<file path="config.mk">
export PLATFORM = sky130hd
export DESIGN_NAME = arbg_top
export DESIGN_NICKNAME = d
export VERILOG_FILES = /design/src/design/arbg_pkg.sv /design/src/design/arbg_gate.sv /design/src/design/arbg_axil.sv /design/src/design/arbg_top.sv
export SDC_FILE = /design/constraint.sdc
export NUM_CORES = 1
export LEC_CHECK = 0
export BUFFER_PORTS_ARGS = -buffer_cell sky130_fd_sc_hd__buf_2
export CORE_MARGIN = 2
export CORE_UTILIZATION = 43
export DETAILED_ROUTE_END_ITERATION = 8
export HOLD_SLACK_MARGIN = 0.05
export PLACE_DENSITY = 0.75
export SLEW_MARGIN = 20
export SYNTH_ARGS = -nofsm -noshare
export SYNTH_HDL_FRONTEND = slang
export SYNTH_HIERARCHICAL = 1
export SYNTH_SLANG_ARGS = --single-unit
</file>
<file path="constraint.sdc">
create_clock -name CLOCK_I -period 3.2 [get_ports CLOCK_I]
set_clock_uncertainty 0.1 [all_clocks]
set_input_delay 0.8 -clock CLOCK_I [delete_from_list [all_inputs] [get_ports CLOCK_I]]
set_output_delay 0.8 -clock CLOCK_I [all_outputs]
set_load 0.05 [all_outputs]
</file>
<file path="src/design/arbg_pkg.sv">
// package for the reference and buffer gating block
package arbg_pkg;
	// ----------------------------------------
	// register map
	// ----------------------------------------
	localparam logic [3:0] CTRL_OFS = 4'h0;
	localparam logic [3:0] CONV_OFS = 4'h4;
	localparam logic [3:0] STAT_OFS = 4'h8;
	// control field positions
	localparam int CORE_ON_BIT = 0;
	localparam int REF_ON_BIT = 1;
	localparam int PIN_ROUTE_BIT = 2;
	localparam int BURST_BIT = 3;
	// conversion field positions
	localparam int CHAN_LSB = 0;
	localparam int SREF_LSB = 4;
	// status field positions
	localparam int ST_BUF_BIT = 0;
	localparam int ST_PIN_BIT = 1;
	localparam int ST_SENS_BIT = 2;
	localparam int ST_CORE_BIT = 3;
	localparam int ST_REF_BIT = 4;
	localparam int ST_WIN_BIT = 5;
	// reset values and codes
	localparam logic [3:0] CTRL_RST = 4'h0;
	localparam logic [3:0] CHAN_RST = 4'h0;
	localparam logic [2:0] SREF_RST = 3'h0;
	localparam logic [3:0] TEMP_SENSOR_CHANNEL = 4'ha;
	localparam logic [2:0] SREF_INT_A = 3'h1;
	localparam logic [2:0] SREF_INT_B = 3'h5;
	localparam logic [1:0] RESP_OKAY = 2'h0;
	localparam logic [1:0] RESP_SLVERR = 2'h2;

	typedef struct packed {
		logic reference_burst_mode;
		logic pin_route;
		logic reference_on;
		logic converter_core_on;
	} arbg_ctrl_t;

	typedef struct packed {
		logic buffer_en;
		logic pin_en;
		logic sensor_en;
	} arbg_gate_t;
endpackage : arbg_pkg

</file>
<file path="src/design/arbg_gate.sv">
// combinational gating decision for buffer, pin and sensor supply
`timescale 1ns/1ps
`default_nettype none
module arbg_gate import arbg_pkg::*; (
	// control
	input wire arbg_ctrl_t ctrl_i,
	input wire logic [3:0] chan_i,
	input wire logic [2:0] sref_i,
	input wire logic window_i,
	// decision
	output arbg_gate_t gate_o
);
	logic uses_ref;
	assign uses_ref = (sref_i == SREF_INT_A) || (sref_i == SREF_INT_B);

	always_comb begin
		gate_o = '0;
		if (!ctrl_i.reference_on) begin
			gate_o.buffer_en = 1'b0;
			gate_o.pin_en = 1'b0;
		end else if (!ctrl_i.pin_route) begin
			gate_o.buffer_en = window_i && uses_ref;
		end else if (!ctrl_i.reference_burst_mode) begin
			gate_o.buffer_en = 1'b1;
			gate_o.pin_en = 1'b1;
		end else begin
			gate_o.buffer_en = window_i && uses_ref;
			gate_o.pin_en = window_i && uses_ref;
		end
		gate_o.sensor_en = window_i && (chan_i == TEMP_SENSOR_CHANNEL);
	end
endmodule : arbg_gate
`default_nettype wire

</file>
<file path="src/design/arbg_axil.sv">
// axi4-lite slave holding control and conversion settings
`timescale 1ns/1ps
`default_nettype none
module arbg_axil import arbg_pkg::*; (
	// clock and reset
	input wire logic clk_i,
	input wire logic rst_i,
	// axi4-lite
	input wire logic [3:0] awaddr_i,
	input wire logic awvalid_i,
	output logic awready_o,
	input wire logic [31:0] wdata_i,
	input wire logic [3:0] wstrb_i,
	input wire logic wvalid_i,
	output logic wready_o,
	output logic [1:0] bresp_o,
	output logic bvalid_o,
	input wire logic bready_i,
	input wire logic [3:0] araddr_i,
	input wire logic arvalid_i,
	output logic arready_o,
	output logic [31:0] rdata_o,
	output logic [1:0] rresp_o,
	output logic rvalid_o,
	input wire logic rready_i,
	// block side
	input wire logic [5:0] status_i,
	output arbg_ctrl_t ctrl_o,
	output logic [3:0] chan_o,
	output logic [2:0] sref_o
);
	logic aw_q, aw_d, w_q, w_d, bv_q, bv_d, rv_q, rv_d;
	logic [3:0] awa_q, awa_d;
	logic [31:0] wd_q, wd_d, rd_q, rd_d;
	logic [1:0] br_q, br_d, rr_q, rr_d;
	arbg_ctrl_t ctrl_q, ctrl_d;
	logic [3:0] chan_q, chan_d;
	logic [2:0] sref_q, sref_d;
	// ready flags are registered so every bus output leaves a flop
	logic awr_q, awr_d, wr_q, wr_d, arr_q, arr_d;

	always_comb begin
		aw_d = aw_q;
		w_d = w_q;
		awa_d = awa_q;
		wd_d = wd_q;
		bv_d = bv_q;
		br_d = br_q;
		rv_d = rv_q;
		rd_d = rd_q;
		rr_d = rr_q;
		ctrl_d = ctrl_q;
		chan_d = chan_q;
		sref_d = sref_q;
		if (awvalid_i && !aw_q && !bv_q) begin
			aw_d = 1'b1;
			awa_d = awaddr_i;
		end
		if (wvalid_i && !w_q && !bv_q) begin
			w_d = 1'b1;
			wd_d = wdata_i;
		end
		// ----------------------------------------
		// write commit once both halves are held
		// ----------------------------------------
		if (aw_q && w_q) begin
			aw_d = 1'b0;
			w_d = 1'b0;
			bv_d = 1'b1;
			br_d = RESP_OKAY;
			unique case (awa_q)
				CTRL_OFS: ctrl_d = arbg_ctrl_t'(wd_q[3:0]);
				CONV_OFS: begin
					chan_d = wd_q[CHAN_LSB +: 4];
					sref_d = wd_q[SREF_LSB +: 3];
				end
				STAT_OFS: br_d = RESP_OKAY;
				default: br_d = RESP_SLVERR;
			endcase
		end
		if (bv_q && bready_i) bv_d = 1'b0;
		if (arvalid_i && !rv_q) begin
			rv_d = 1'b1;
			rr_d = RESP_OKAY;
			unique case (araddr_i)
				CTRL_OFS: rd_d = {28'h0, ctrl_q};
				CONV_OFS: rd_d = {25'h0, sref_q, chan_q};
				STAT_OFS: rd_d = {26'h0, status_i};
				default: begin
					rd_d = 32'h0;
					rr_d = RESP_SLVERR;
				end
			endcase
		end else if (rv_q && rready_i) rv_d = 1'b0;
		awr_d = !aw_d && !bv_d;
		wr_d = !w_d && !bv_d;
		arr_d = !rv_d;
	end

	always_ff @(posedge clk_i) begin
		if (rst_i) begin
			aw_q <= 1'b0;
			w_q <= 1'b0;
			awa_q <= 4'h0;
			wd_q <= 32'h0;
			bv_q <= 1'b0;
			br_q <= RESP_OKAY;
			rv_q <= 1'b0;
			rd_q <= 32'h0;
			rr_q <= RESP_OKAY;
			ctrl_q <= arbg_ctrl_t'(CTRL_RST);
			chan_q <= CHAN_RST;
			sref_q <= SREF_RST;
			awr_q <= 1'b1;
			wr_q <= 1'b1;
			arr_q <= 1'b1;
		end else begin
			aw_q <= aw_d;
			w_q <= w_d;
			awa_q <= awa_d;
			wd_q <= wd_d;
			bv_q <= bv_d;
			br_q <= br_d;
			rv_q <= rv_d;
			rd_q <= rd_d;
			rr_q <= rr_d;
			ctrl_q <= ctrl_d;
			chan_q <= chan_d;
			sref_q <= sref_d;
			awr_q <= awr_d;
			wr_q <= wr_d;
			arr_q <= arr_d;
		end
	end

	assign awready_o = awr_q;
	assign wready_o = wr_q;
	assign bvalid_o = bv_q;
	assign bresp_o = br_q;
	assign arready_o = arr_q;
	assign rvalid_o = rv_q;
	assign rdata_o = rd_q;
	assign rresp_o = rr_q;
	assign ctrl_o = ctrl_q;
	assign chan_o = chan_q;
	assign sref_o = sref_q;
endmodule : arbg_axil
`default_nettype wire

</file>
<file path="src/design/arbg_top.sv">
// reference, buffer and pin power gating for the converter
`timescale 1ns/1ps
`default_nettype none
// How it works
// - reference off: pin off, sensor in window
// - internal reference used, pin not routed: buffer only in window
// - pin routed, no burst: buffer always on
// - burst: buffer in window for select 1/5
// - burst: pin present with buffer only
// - sensor supplied in window despite reference off
// - core and reference switch independently
module arbg_top import arbg_pkg::*; (
	// clock and reset
	input wire logic CLOCK_I,
	input wire logic SYS_RST_I,
	// sequencer
	input wire logic CONV_ACTIVE_I,
	// axi4-lite
	input wire logic [3:0] S_AXI_AWADDR_I,
	input wire logic S_AXI_AWVALID_I,
	output logic S_AXI_AWREADY_O,
	input wire logic [31:0] S_AXI_WDATA_I,
	input wire logic [3:0] S_AXI_WSTRB_I,
	input wire logic S_AXI_WVALID_I,
	output logic S_AXI_WREADY_O,
	output logic [1:0] S_AXI_BRESP_O,
	output logic S_AXI_BVALID_O,
	input wire logic S_AXI_BREADY_I,
	input wire logic [3:0] S_AXI_ARADDR_I,
	input wire logic S_AXI_ARVALID_I,
	output logic S_AXI_ARREADY_O,
	output logic [31:0] S_AXI_RDATA_O,
	output logic [1:0] S_AXI_RRESP_O,
	output logic S_AXI_RVALID_O,
	input wire logic S_AXI_RREADY_I,
	// analog enables
	output logic REF_BUFFER_EN_O,
	output logic REF_PIN_EN_O,
	output logic SENSOR_SUPPLY_EN_O,
	output logic CORE_POWER_O,
	output logic REF_POWER_O
);
	arbg_ctrl_t ctrl;
	logic [3:0] chan;
	logic [2:0] sref;
	arbg_gate_t gate;
	logic [5:0] status;
	arbg_gate_t gate_q, gate_d;
	logic core_q, core_d, refp_q, refp_d;

	// ----------------------------------------
	// register slave
	// ----------------------------------------
	arbg_axil u_regs (
		.clk_i(CLOCK_I),
		.rst_i(SYS_RST_I),
		.awaddr_i(S_AXI_AWADDR_I),
		.awvalid_i(S_AXI_AWVALID_I),
		.awready_o(S_AXI_AWREADY_O),
		.wdata_i(S_AXI_WDATA_I),
		.wstrb_i(S_AXI_WSTRB_I),
		.wvalid_i(S_AXI_WVALID_I),
		.wready_o(S_AXI_WREADY_O),
		.bresp_o(S_AXI_BRESP_O),
		.bvalid_o(S_AXI_BVALID_O),
		.bready_i(S_AXI_BREADY_I),
		.araddr_i(S_AXI_ARADDR_I),
		.arvalid_i(S_AXI_ARVALID_I),
		.arready_o(S_AXI_ARREADY_O),
		.rdata_o(S_AXI_RDATA_O),
		.rresp_o(S_AXI_RRESP_O),
		.rvalid_o(S_AXI_RVALID_O),
		.rready_i(S_AXI_RREADY_I),
		.status_i(status),
		.ctrl_o(ctrl),
		.chan_o(chan),
		.sref_o(sref)
	);

	// ----------------------------------------
	// gating decision
	// ----------------------------------------
	arbg_gate u_gate (
		.ctrl_i(ctrl),
		.chan_i(chan),
		.sref_i(sref),
		.window_i(CONV_ACTIVE_I),
		.gate_o(gate)
	);

	always_comb begin
		gate_d = gate;
		core_d = ctrl.converter_core_on;
		refp_d = ctrl.reference_on;
	end

	// enables register one cycle after the window edge
	always_ff @(posedge CLOCK_I) begin
		if (SYS_RST_I) begin
			gate_q <= '0;
			core_q <= 1'b0;
			refp_q <= 1'b0;
		end else begin
			gate_q <= gate_d;
			core_q <= core_d;
			refp_q <= refp_d;
		end
	end

	assign status = {CONV_ACTIVE_I, refp_q, core_q, gate_q.sensor_en, gate_q.pin_en,
		gate_q.buffer_en};
	assign REF_BUFFER_EN_O = gate_q.buffer_en;
	assign REF_PIN_EN_O = gate_q.pin_en;
	assign SENSOR_SUPPLY_EN_O = gate_q.sensor_en;
	assign CORE_POWER_O = core_q;
	assign REF_POWER_O = refp_q;

	// ----------------------------------------
	// assertions
	// ----------------------------------------
	logic uses_ref_q;
	always_ff @(posedge CLOCK_I) uses_ref_q <= (sref == SREF_INT_A) || (sref == SREF_INT_B);

	refoff_pin_a: assert property (@(posedge CLOCK_I) disable iff (SYS_RST_I)
		!$past(ctrl.reference_on) |-> !REF_PIN_EN_O) else $error("pin on with reference off");
	sensor_win_a: assert property (@(posedge CLOCK_I) disable iff (SYS_RST_I)
		SENSOR_SUPPLY_EN_O |-> $past(CONV_ACTIVE_I) && $past(chan) == TEMP_SENSOR_CHANNEL)
		else $error("sensor supplied outside window");
	sensor_on_a: assert property (@(posedge CLOCK_I) disable iff (SYS_RST_I)
		CONV_ACTIVE_I && chan == TEMP_SENSOR_CHANNEL |=> SENSOR_SUPPLY_EN_O)
		else $error("sensor not supplied in window");
	int_buf_a: assert property (@(posedge CLOCK_I) disable iff (SYS_RST_I)
		ctrl.reference_on && !ctrl.pin_route && CONV_ACTIVE_I && uses_ref_q == 1'b1 ##0
		(sref == SREF_INT_A || sref == SREF_INT_B) |=> REF_BUFFER_EN_O)
		else $error("buffer not on in window");
	unused_buf_a: assert property (@(posedge CLOCK_I) disable iff (SYS_RST_I)
		ctrl.reference_on && !ctrl.pin_route && sref != SREF_INT_A && sref != SREF_INT_B
		|=> !REF_BUFFER_EN_O) else $error("buffer on while unused");
	cont_buf_a: assert property (@(posedge CLOCK_I) disable iff (SYS_RST_I)
		(ctrl.reference_on && ctrl.pin_route && !ctrl.reference_burst_mode) [*2]
		|-> REF_BUFFER_EN_O && REF_PIN_EN_O) else $error("continuous buffer dropped");
	burst_buf_a: assert property (@(posedge CLOCK_I) disable iff (SYS_RST_I)
		ctrl.reference_on && ctrl.pin_route && ctrl.reference_burst_mode && !CONV_ACTIVE_I
		|=> !REF_BUFFER_EN_O) else $error("burst buffer outside window");
	burst_pin_a: assert property (@(posedge CLOCK_I) disable iff (SYS_RST_I)
		ctrl.reference_burst_mode && ctrl.pin_route |=> REF_PIN_EN_O == REF_BUFFER_EN_O)
		else $error("pin and buffer differ in burst");
	win_end_a: assert property (@(posedge CLOCK_I) disable iff (SYS_RST_I)
		$fell(CONV_ACTIVE_I) && !(ctrl.reference_on && ctrl.pin_route &&
		!ctrl.reference_burst_mode) |=> !REF_BUFFER_EN_O && !SENSOR_SUPPLY_EN_O)
		else $error("enables outlive window");
	indep_a: assert property (@(posedge CLOCK_I) disable iff (SYS_RST_I)
		##1 CORE_POWER_O == $past(ctrl.converter_core_on) && REF_POWER_O == $past(ctrl.reference_on))
		else $error("power bits not independent");

	burst_cv: cover property (@(posedge CLOCK_I) disable iff (SYS_RST_I)
		REF_PIN_EN_O && ctrl.reference_burst_mode);
	sensor_cv: cover property (@(posedge CLOCK_I) disable iff (SYS_RST_I)
		SENSOR_SUPPLY_EN_O && !REF_POWER_O);
	cont_cv: cover property (@(posedge CLOCK_I) disable iff (SYS_RST_I)
		REF_BUFFER_EN_O && !CONV_ACTIVE_I);
endmodule : arbg_top
`default_nettype wire

</file>
==> results of run 1 <==
[cell usage after synthesis, types with 2 or more instances]
master,n,area share
mux2i_1,23,0.11
and3b_1,4,0.017
nand4_1,4,0.012
a21oi_1,10,0.025
nand2_1,4,0.0074
nand2b_1,15,0.047
nand3b_1,8,0.030
o31ai_1,3,0.011
nor3b_2,2,0.012
nor2b_1,8,0.025
clkbuf_1,4,0.0074
o21ai_0,4,0.0099
inv_1,3,0.0056
buf_4,29,0.11
a2bb2oi_1,4,0.017
dfxtp_1,43,0.43
o21ba_2,2,0.0099
o211ai_1,2,0.0074
buf_2,2,0.0050
nor2_1,16,0.030
[through the flow]
| stage | power [uW] | cell area [sq um] | setup WS (ns) | cells |
|---|---|---|---|---|
| 3_3_place_gp | 777 | 2150 | 1.30 | 287 |
| 2_1_floorplan | 772 | 2110 | 1.52 | 228 |
| 6_report | 1080 | 2220 | 1.33 | 293 |
| 4_1_cts | 1090 | 2220 | 1.32 | 293 |
| 5_1_grt | 1120 | 2220 | 1.27 | 293 |
| 3_5_place_dp | 781 | 2150 | 1.26 | 287 |
[routing by layer]
metal | global-route usage | wire, um | vias up | part of all wire
met5 | 0 | 0 | - | 0
met4 | 0.0741 | 78 | 0 | 0.023
met3 | 0.0292 | 204 | 8 | 0.059
met2 | 0.226 | 1580 | 50 | 0.46
met1 | 0.171 | 1590 | 653 | 0.46
li1 | - | - | 723 | -
[placed cells by master (no fill, tap or decap), types with 3 or more instances in the layout]
cell,n
mux2i_1,23
nand2_1,4
nand4_1,4
nand3b_1,8
o21ai_0,4
nor2_1,16
dfxtp_1,43
a2bb2oi_1,4
clkbuf_8,5
a21oi_1,10
conb_1,27
o31ai_1,3
and3b_1,4
nor2b_1,8
buf_2,41
nand2b_1,15
inv_1,3
[registers in the layout, indices dropped and copies added, names as in the netlist, 3 cells and up]
register,cells
u_regs/sref_o,3
u_regs/wd_q,7
u_regs/ctrl_o,4
u_regs/rdata_o,7
u_regs/awa_q,4
u_regs/chan_o,4
[cell families after synthesis]
group           after synthesis  share of synthesized area
simple gates                 68                      0.229
flops                        43                      0.427
buf+inv                      38                      0.126
compound gates               29                      0.102
mux                          23                      0.114
other cells                   1                    0.00186
[area by class of cell]
class | count | area share
timing repair buffer | 42 | 0.0957
multi-input combinational | 147 | 0.450
clock buffer | 6 | 0.0327
tap | 52 | 0.0293
inverter | 3 | 0.00507
sequential | 43 | 0.387
[path summary, 6_finish.rpt]
check / end / startpoint / slack [ns] / depth (start not counted)
setup / recovery: S_AXI_BVALID_O / u_regs/bvalid_o / 1.33 / 1
hold / removal: u_regs/rdata_o[5] / u_regs/rdata_o[5] / 0.35 / 2
setup reg to reg: u_regs/awa_q[1] / u_regs/aw_q / 1.77 / 3
hold reg to reg: u_regs/rdata_o[5] / u_regs/rdata_o[5] / 0.35 / 2
[power groups by stage]
stage               registers (uW)  logic, uW  clock network, uW
floorplan                      606        166                  0
global route                   578        207                339
finish                         574        194                309
global placement               585        192                  0
detailed placement             586        194                  0
CTS                            574        195                321
==> impl_results.md, run 1 <==
* Via count at around 1.4k
* Psw at between 300 and 400 uW
* Sequential share of the synthesized area at 0.427
* Slew @ Worst Pin at around 0.67 ns
* Unique masters post-synth at 32
* Die area at around 5300 sq um
* Clk Latency, worst-skew pair at between 0.2 and 0.3 ns
* CTS tree: done
* Cell Chain, Critical Path: buf_2
* Final setup viols at 0
* Overall routing resource usage at 0.139
* Row count at 24
* DRC errors left at 0
* Worst path slowest cell: dfxtp_1
* I/O Buffers at just over 40
* Pin count of the biggest net entering global routing at 46
* Top_reg_cell synth: dfxtp_1
* Crit path buffers/inverters at 1
* P_leak at between 0.0009 and 0.001 uW
* HP Class: reg2reg
* Routed Antenna Nets at 0
* IO Pins at 98
* Max_slew headroom at 0.552
* CP Data Required Time at 2.30 ns
* Post-CTS Setup Bufs at 0
* Max cap viols at 0
* Root Buffer: clkbuf_8
* Filler Cells Inserted at ~460
* TritonCTS buffer count at 5
* Hold_buf cts at 0
* HPWL Detailed at 2560 um
* Setup_tns at 0 ns
* Hold_ws at about 0.35 ns
* Max Buffers Root-to-Sink at 2
* Area of the multi-input gates at around 1000 sq um
* Clk pin slew, worst setup/hold paths at approximately 0.070 ns
* Initial DRC count at between 50 and 60
* Starting Density at 0.454
* EDFF count, synth at 0
* Core box area at 4440 sq um
* TritonRoute pass-1 iters at 4
* Logic gate share of total power at 0.180
* Outcome: complete, no violations
* Routed WL per cell at 11.8 um
* RSZ-0062 raised after global routing: no
* Min Tclk post-route at 1.87 ns
* Core Util, Final at 0.500
* Post-synth ARST share at 0
* GRT Residual Overflow at 0
* Net Sw Frac at 0.302
* Ant diodes at 0
* Cell count after synthesis at slightly above 200
* Total Wirelength at ~3500 um
* Slew Viols, Final at 0
* Sequential power share at 0.533
* Pwr dens at approximately 480 nW/um^2
* Synth Register Bits at 43
* Startpoint types: flip-flop
* CTS Sinks at 43
* PostCTS Resize Cnt at 0
* Ys Warns at 6
* WS Path Type: reg2out
* Critical Path Sink Type: output port
* Largest fanout on the critical path at 5
* Initial antenna violation count at 0
* Hold Violations, Final at 0
* Number of global-route vias before repair at 1269
* Peak VDD IR at ~0.00023 V
* DIE WIDTH at between 70 and 80 um
* Layout net count at 294
* H-tree depth at 2
* Clock network power share at 0.287
* P_int at roughly 750 uW
* Avg Cell Area, Syn at 9.98 sq um
* CP max stage delay at ~0.4 ns
* GP Congestion at about 0.73
* Reg area at 861 sq um
* CP arrival at roughly 0.97 ns
* Fin crit share at 0.584
* Die H at about 72 um
* CP top delay family: flip-flops
* Synthesis-to-layout area growth at 10.2%
* DR vias/cell at ~5
* Max Freq at ~0.54 GHz
* Global-route wire length before repair at approximately 5700 um
* Layout cell share with drive strength beyond 1 at 0.232
* Post-Syn Area at 2020 sq um
(Power assumes the default switching activity.)
==> run 2, diff against run 1 <==
Clock period 3.2 ns to 1.8 ns, I/O delays scaled along.
==> impl_results.md, run 2 (synthesis results as in run 1) <==
* Outcome: complete, no violations
* Starting Density at 0.454
* Hold Violations, Final at 0
* Overall power at around 2100 uW
* Startpoint types: flip-flop
* Clk pin slew, worst setup/hold paths at roughly 0.080 ns
* Routed WL per cell at 11.3 um
* Final instance area at between 2000 and 2500 sq um
* Via count at about 1.4k
* Reg area at about 860 sq um
* Max Buffers Root-to-Sink at 2
* WS Path Type: reg2out
* Slew Viols, Final at 0
* CP max stage delay at ~0.40 ns
* Routed Antenna Nets at 0
* Filler Cells Inserted at ~440
* GRT Residual Overflow at 0
* Min Tclk post-route at around 1.5 ns
* TritonRoute pass-1 iters at 4
* Initial DRC count at 43
* PostCTS Resize Cnt at 0
* CP arrival at between 0.9 and 1 ns
* RSZ-0062 raised after global routing: no
* CTS Sinks at 43
* Synthesis-to-layout area growth at 13.8%
* Worst path slowest cell: dfxtp_1
* CP top delay family: flip-flops
* Overall routing resource usage at 0.137
* Crit path buffers/inverters at 1
* CTS tree: done
* Global-route wire length before repair at between 5000 and 6000 um
* P_leak at 0.00101 uW
* Routed met1 length at ~1600 um
* Cell Area, Placed at between 2000 and 2500 sq um
* DRC errors left at 0
* Reg-to-reg slack, setup at 0.45 ns
* Total Wirelength at approximately 3300 um
* Most frequent cells in the layout: 43 x dfxtp_1, 41 x buf_2, 27 x conb_1
* Post-CTS Setup Bufs at 0
* Peak VDD IR at 0.000561 V
* Clk Latency, worst-skew pair at a little under 0.3 ns
* Largest fanout on the critical path at 5
* Layout cell share with drive strength beyond 1 at 0.249
* Number of global-route vias before repair at 1241
* Setup_tns at 0 ns
* Core box area at approximately 4400 sq um
* I/O Buffers at 41
* DIE WIDTH at approximately 72 um
* Top Metal Used: met4
* Final setup viols at 0
* GP Congestion at approximately 0.74
* Fin crit share at 0.848
* Die area at between 5000 and 6000 sq um
* Ant diodes at 0
* Hold_buf cts at 0
* Area of the multi-input gates at 1000 sq um
* HP Class: in2reg
* CP Data Required Time at about 1.3 ns
* TritonCTS buffer count at 5
* Cell Chain, Critical Path: buf_2
* Max cap viols at 0
* DR vias/cell at 4.71
* Root Buffer: clkbuf_8
* Initial antenna violation count at 0
* Row count at 24
* Layout net count at between 200 and 300
* IO Pins at around 100
* Metal2 WL at roughly 1500 um
* HPWL Detailed at 2540 um
* Core Util, Final at 0.516
* Pwr dens at 931 nW/um^2
* Commonest non-fill, non-tap cell in the layout: dfxtp_1
* Max Freq at between 0.6 and 0.7 GHz
* Die H at roughly 72 um
* Pin count of the biggest net entering global routing at 32
* H-tree depth at 2
* Wire length on met3 at ~260 um
* Critical Path Sink Type: output port
## run 2: per-stage QoR
stage               instances  hold WS (ns)  setup WS [ns]
finish                    297         0.287          0.273
global route              297         0.292          0.212
CTS                       297         0.274          0.249
detailed placement        289         0.344          0.326
global placement          289         0.339          0.359
floorplan                 228         0.346          0.378
## run 2: path summary, 6_finish.rpt
check	to	cells after the start	start
setup reg to reg	u_regs/ctrl_o[0]	3	u_regs/aw_q
hold reg to reg	u_regs/rdata_o[6]	2	u_regs/rdata_o[6]
setup / recovery	S_AXI_BVALID_O	1	u_regs/bvalid_o
hold / removal	u_regs/wd_q[1]	3	S_AXI_WDATA_I[1]
## run 2: cell type report
class,count,share of cell area
timing repair buffer,44,0.105
inverter,3,0.00491
clock inverter,2,0.0153
sequential,43,0.375
multi-input combinational,147,0.436
clock buffer,6,0.0360
tap,52,0.0284
## run 2: power by group
group / internal [uW] / switching, uW
registers: 986 / 32.2
clock network: 449 / 317
logic: 96.4 / 255
## run 2: routing by layer
| layer | global-route usage | up-vias |
|---|---|---|
| met5 | 0 | - |
| met4 | 0.0556 | 0 |
| met3 | 0.0500 | 4 |
| met2 | 0.214 | 53 |
| met1 | 0.171 | 621 |
| li1 | - | 722 |
==> run 3, diff against run 2 <==
Settings changed: ABC_AREA from default to 1, PLACE_DENSITY 0.75 to 0.76.
Clock period 1.8 ns to 1.48 ns, I/O delays scaled along.
==> impl_results.md, run 3 <==
* Outcome: complete, no violations
* CTS Sinks at 43
* Post-Syn Area at ~1900 sq um
* Pwr dens at around 1200 nW/um^2
* Post-Synth Adder-Cell Area at 0
* Hold Violations, Final at 0
* Max Buffers Root-to-Sink at 2
* Critical Path Sink Type: output port
* Overall routing resource usage at 0.150
* TritonCTS buffer count at 5
* Count leader, synth: nor2_1
* Layout cell share with drive strength beyond 1 at 0.273
* Row count at 24
* Avg Cell Area, Syn at just under 8 sq um
* HP Class: in2reg
* WS Path Type: reg2out
* Slew Viols, Final at 0
* Most frequent cells in the layout: 52 x nor2_1, 43 x dfxtp_1, 40 x buf_2
* IO Pins at between 90 and 100
* GR peak layer: met2
* Post-synth ARST share at 0
* CP top delay family: flip-flops
* Logic gate share of total power at 0.177
* Complex-gate fraction of the synthesized area at 0.124
* Initial DRC count at 101
* Post-synth top area share at 0.445
* Mux cell area share after synthesis at 0
* Ys Warns at 6
* Synth area leaders: dfxtp_1 45%, buf_4 11%, nor2_1 10%
* Unique masters post-synth at 24
* Synthesis-to-layout area growth at 14.0%
* Simple-Gate Fraction of Synth Area at 0.263
* Max cap viols at 0
* Core Util, Final at 0.507
* I/O Buffers at just over 40
* Sequential power share at 0.486
* Pin count of the biggest net entering global routing at 27
* Sequential share of the synthesized area at 0.445
* Synth Register Bits at 43
* Post-route insts no fill at 345
* HP Start: S_AXI_BREADY_I
* Cell count after synthesis at approximately 250
* CP arrival at between 0.9 and 1 ns
* Top_reg_cell synth: dfxtp_1
* Clock network power share at 0.337
* Crit path buffers/inverters at 1
* DIE WIDTH at slightly above 70 um
* Most instantiated cells after synthesis: 52 x nor2_1, 43 x dfxtp_1, 28 x buf_4
* DRC errors left at 0
* Fin crit share at 0.938
* Main combinational cell family by area after synthesis: simple AND/OR/NAND/NOR gates
* Setup_tns at 0 ns
* Crit Reg-Reg Startpoint: u_regs/aw_q
* Largest fanout on the critical path at 4
* Final setup viols at 0
* Initial antenna violation count at 0
* EDFF count, synth at 0
* P_int at 1810 uW
* Filler Cells Inserted at approximately 420
* CTS tree: done
* Min Tclk post-route at between 1 and 1.5 ns
* H-tree depth at 2
* TritonRoute pass-1 iters at 4
* Global-route wire length before repair at 5980 um
* GP Congestion at around 0.86
* Max Freq at around 0.7 GHz
* CP Data Required Time at 1.01 ns
* Commonest non-fill, non-tap cell in the layout: nor2_1
* Startpoint types: flip-flop
* GR met3 Demand/Resource at 0.0399
* GRT Residual Overflow at 0
* CP startpoint: u_regs/bvalid_o
* Total Wirelength at roughly 3700 um
* Peak VDD IR at roughly 0.00054 V
* Routed WL per cell at 10.7 um
* Layout net count at 345
* Synth Area in XOR/XNOR at 0
* Clk Latency, worst-skew pair at between 0.2 and 0.3 ns
* Worst path slowest cell: dfxtp_1
* CP max stage delay at approximately 0.40 ns
* Cell Chain, Critical Path: buf_4
* Clk pin slew, worst setup/hold paths at around 0.080 ns
* Root Buffer: clkbuf_8
* Die area at between 5000 and 6000 sq um
* Met2 usage at 0.243
* Net Sw Frac at 0.304
* Synth area leader: dfxtp_1
* Via count at about 1.6k
* Ant diodes at 0
* Met1 GRT Util at 0.195
* RSZ-0062 raised after global routing: no
* Cells after DPL at roughly 340
* P_leak at 0.00100 uW
* Routed Antenna Nets at 0
* Number of global-route vias before repair at roughly 1.3k
* Psw at 791 uW
* Hold_buf cts at 0
* Hold_ws at about 0.19 ns
* HPWL Detailed at 2770 um
* Starting Density at 0.444
* Core box area at roughly 4400 sq um
* DR vias/cell at between 4 and 5
* Die H at 71.1 um
-- run 3: what timing repair did --
item                       in CTS  in global routing
setup endpoints to repair       0                  1
gates resized for setup         0                  2
buffers inserted                0                  0
-- run 3: layout make-up --
cell class                      instances  area (sq um)  area share
Sequential cell                        43           861       0.390
Multi-Input combinational cell        176           851       0.386
Timing Repair Buffer                   45           238       0.108
Inverter                               22          88.8      0.0403
Clock buffer                            6          72.6      0.0329
Tap cell                               52          65.1      0.0295
Clock inverter                          1          30.0      0.0136
-- run 3: stage by stage --
| step | setup WS, ns | area, sq um | power (uW) |
|---|---|---|---|
| after floorplan | 0.122 | 2030 | 1710 |
| after global placement | 0.0904 | 2100 | 1740 |
| after detailed placement | 0.0868 | 2100 | 1750 |
| after CTS | 0.0230 | 2200 | 2610 |
| after global routing | 0.0311 | 2210 | 2710 |
| final | 0.0914 | 2210 | 2600 |
-- run 3: worst reg2reg max path, cell delays in order, from the launching register on --
cell	delay [ns]
dfxtp_1	0.36
nand2_1	0.08
clkinv_2	0.09
nand2_2	0.07
nor3_4	0.23
inv_2	0.09
nor2_1	0.11
nor2_1	0.05
-- run 3: kinds of logic (layout without fill, tap and decap cells) --
group | after synthesis | count (layout)
flip-flops | 43 | 43
buffers and inverters | 53 | 74
AND/OR/NAND/NOR | 108 | 108
other | 1 | 27
AO/OA/AOI/OAI | 41 | 41
-- run 3: metal layers --
layer	up-vias	part of all wire	wire, um
li1	840	-	-
met1	699	0.46	1690
met2	57	0.47	1740
met3	2	0.065	241
met4	0	0.0070	26
met5	-	0	0
-- run 3: worst paths after layout --
check                           slack, ns  cells after the start                to
worst min-delay path                 0.19                      2   u_regs/bvalid_o
worst min register to register       0.36                      2      CORE_POWER_O
worst max-delay path                 0.09                      1    S_AXI_BVALID_O
worst max register to register       0.20                      7  u_regs/ctrl_o[3]
-- run 3: power by group through the flow --
| stage | combinational [uW] | clock [uW] | sequential, uW |
|---|---|---|---|
| final | 460 | 876 | 1260 |
| after global routing | 496 | 939 | 1270 |
| after CTS | 459 | 888 | 1260 |
| after detailed placement | 459 | 0 | 1290 |
| after global placement | 453 | 0 | 1290 |
| after floorplan | 358 | 0 | 1350 |
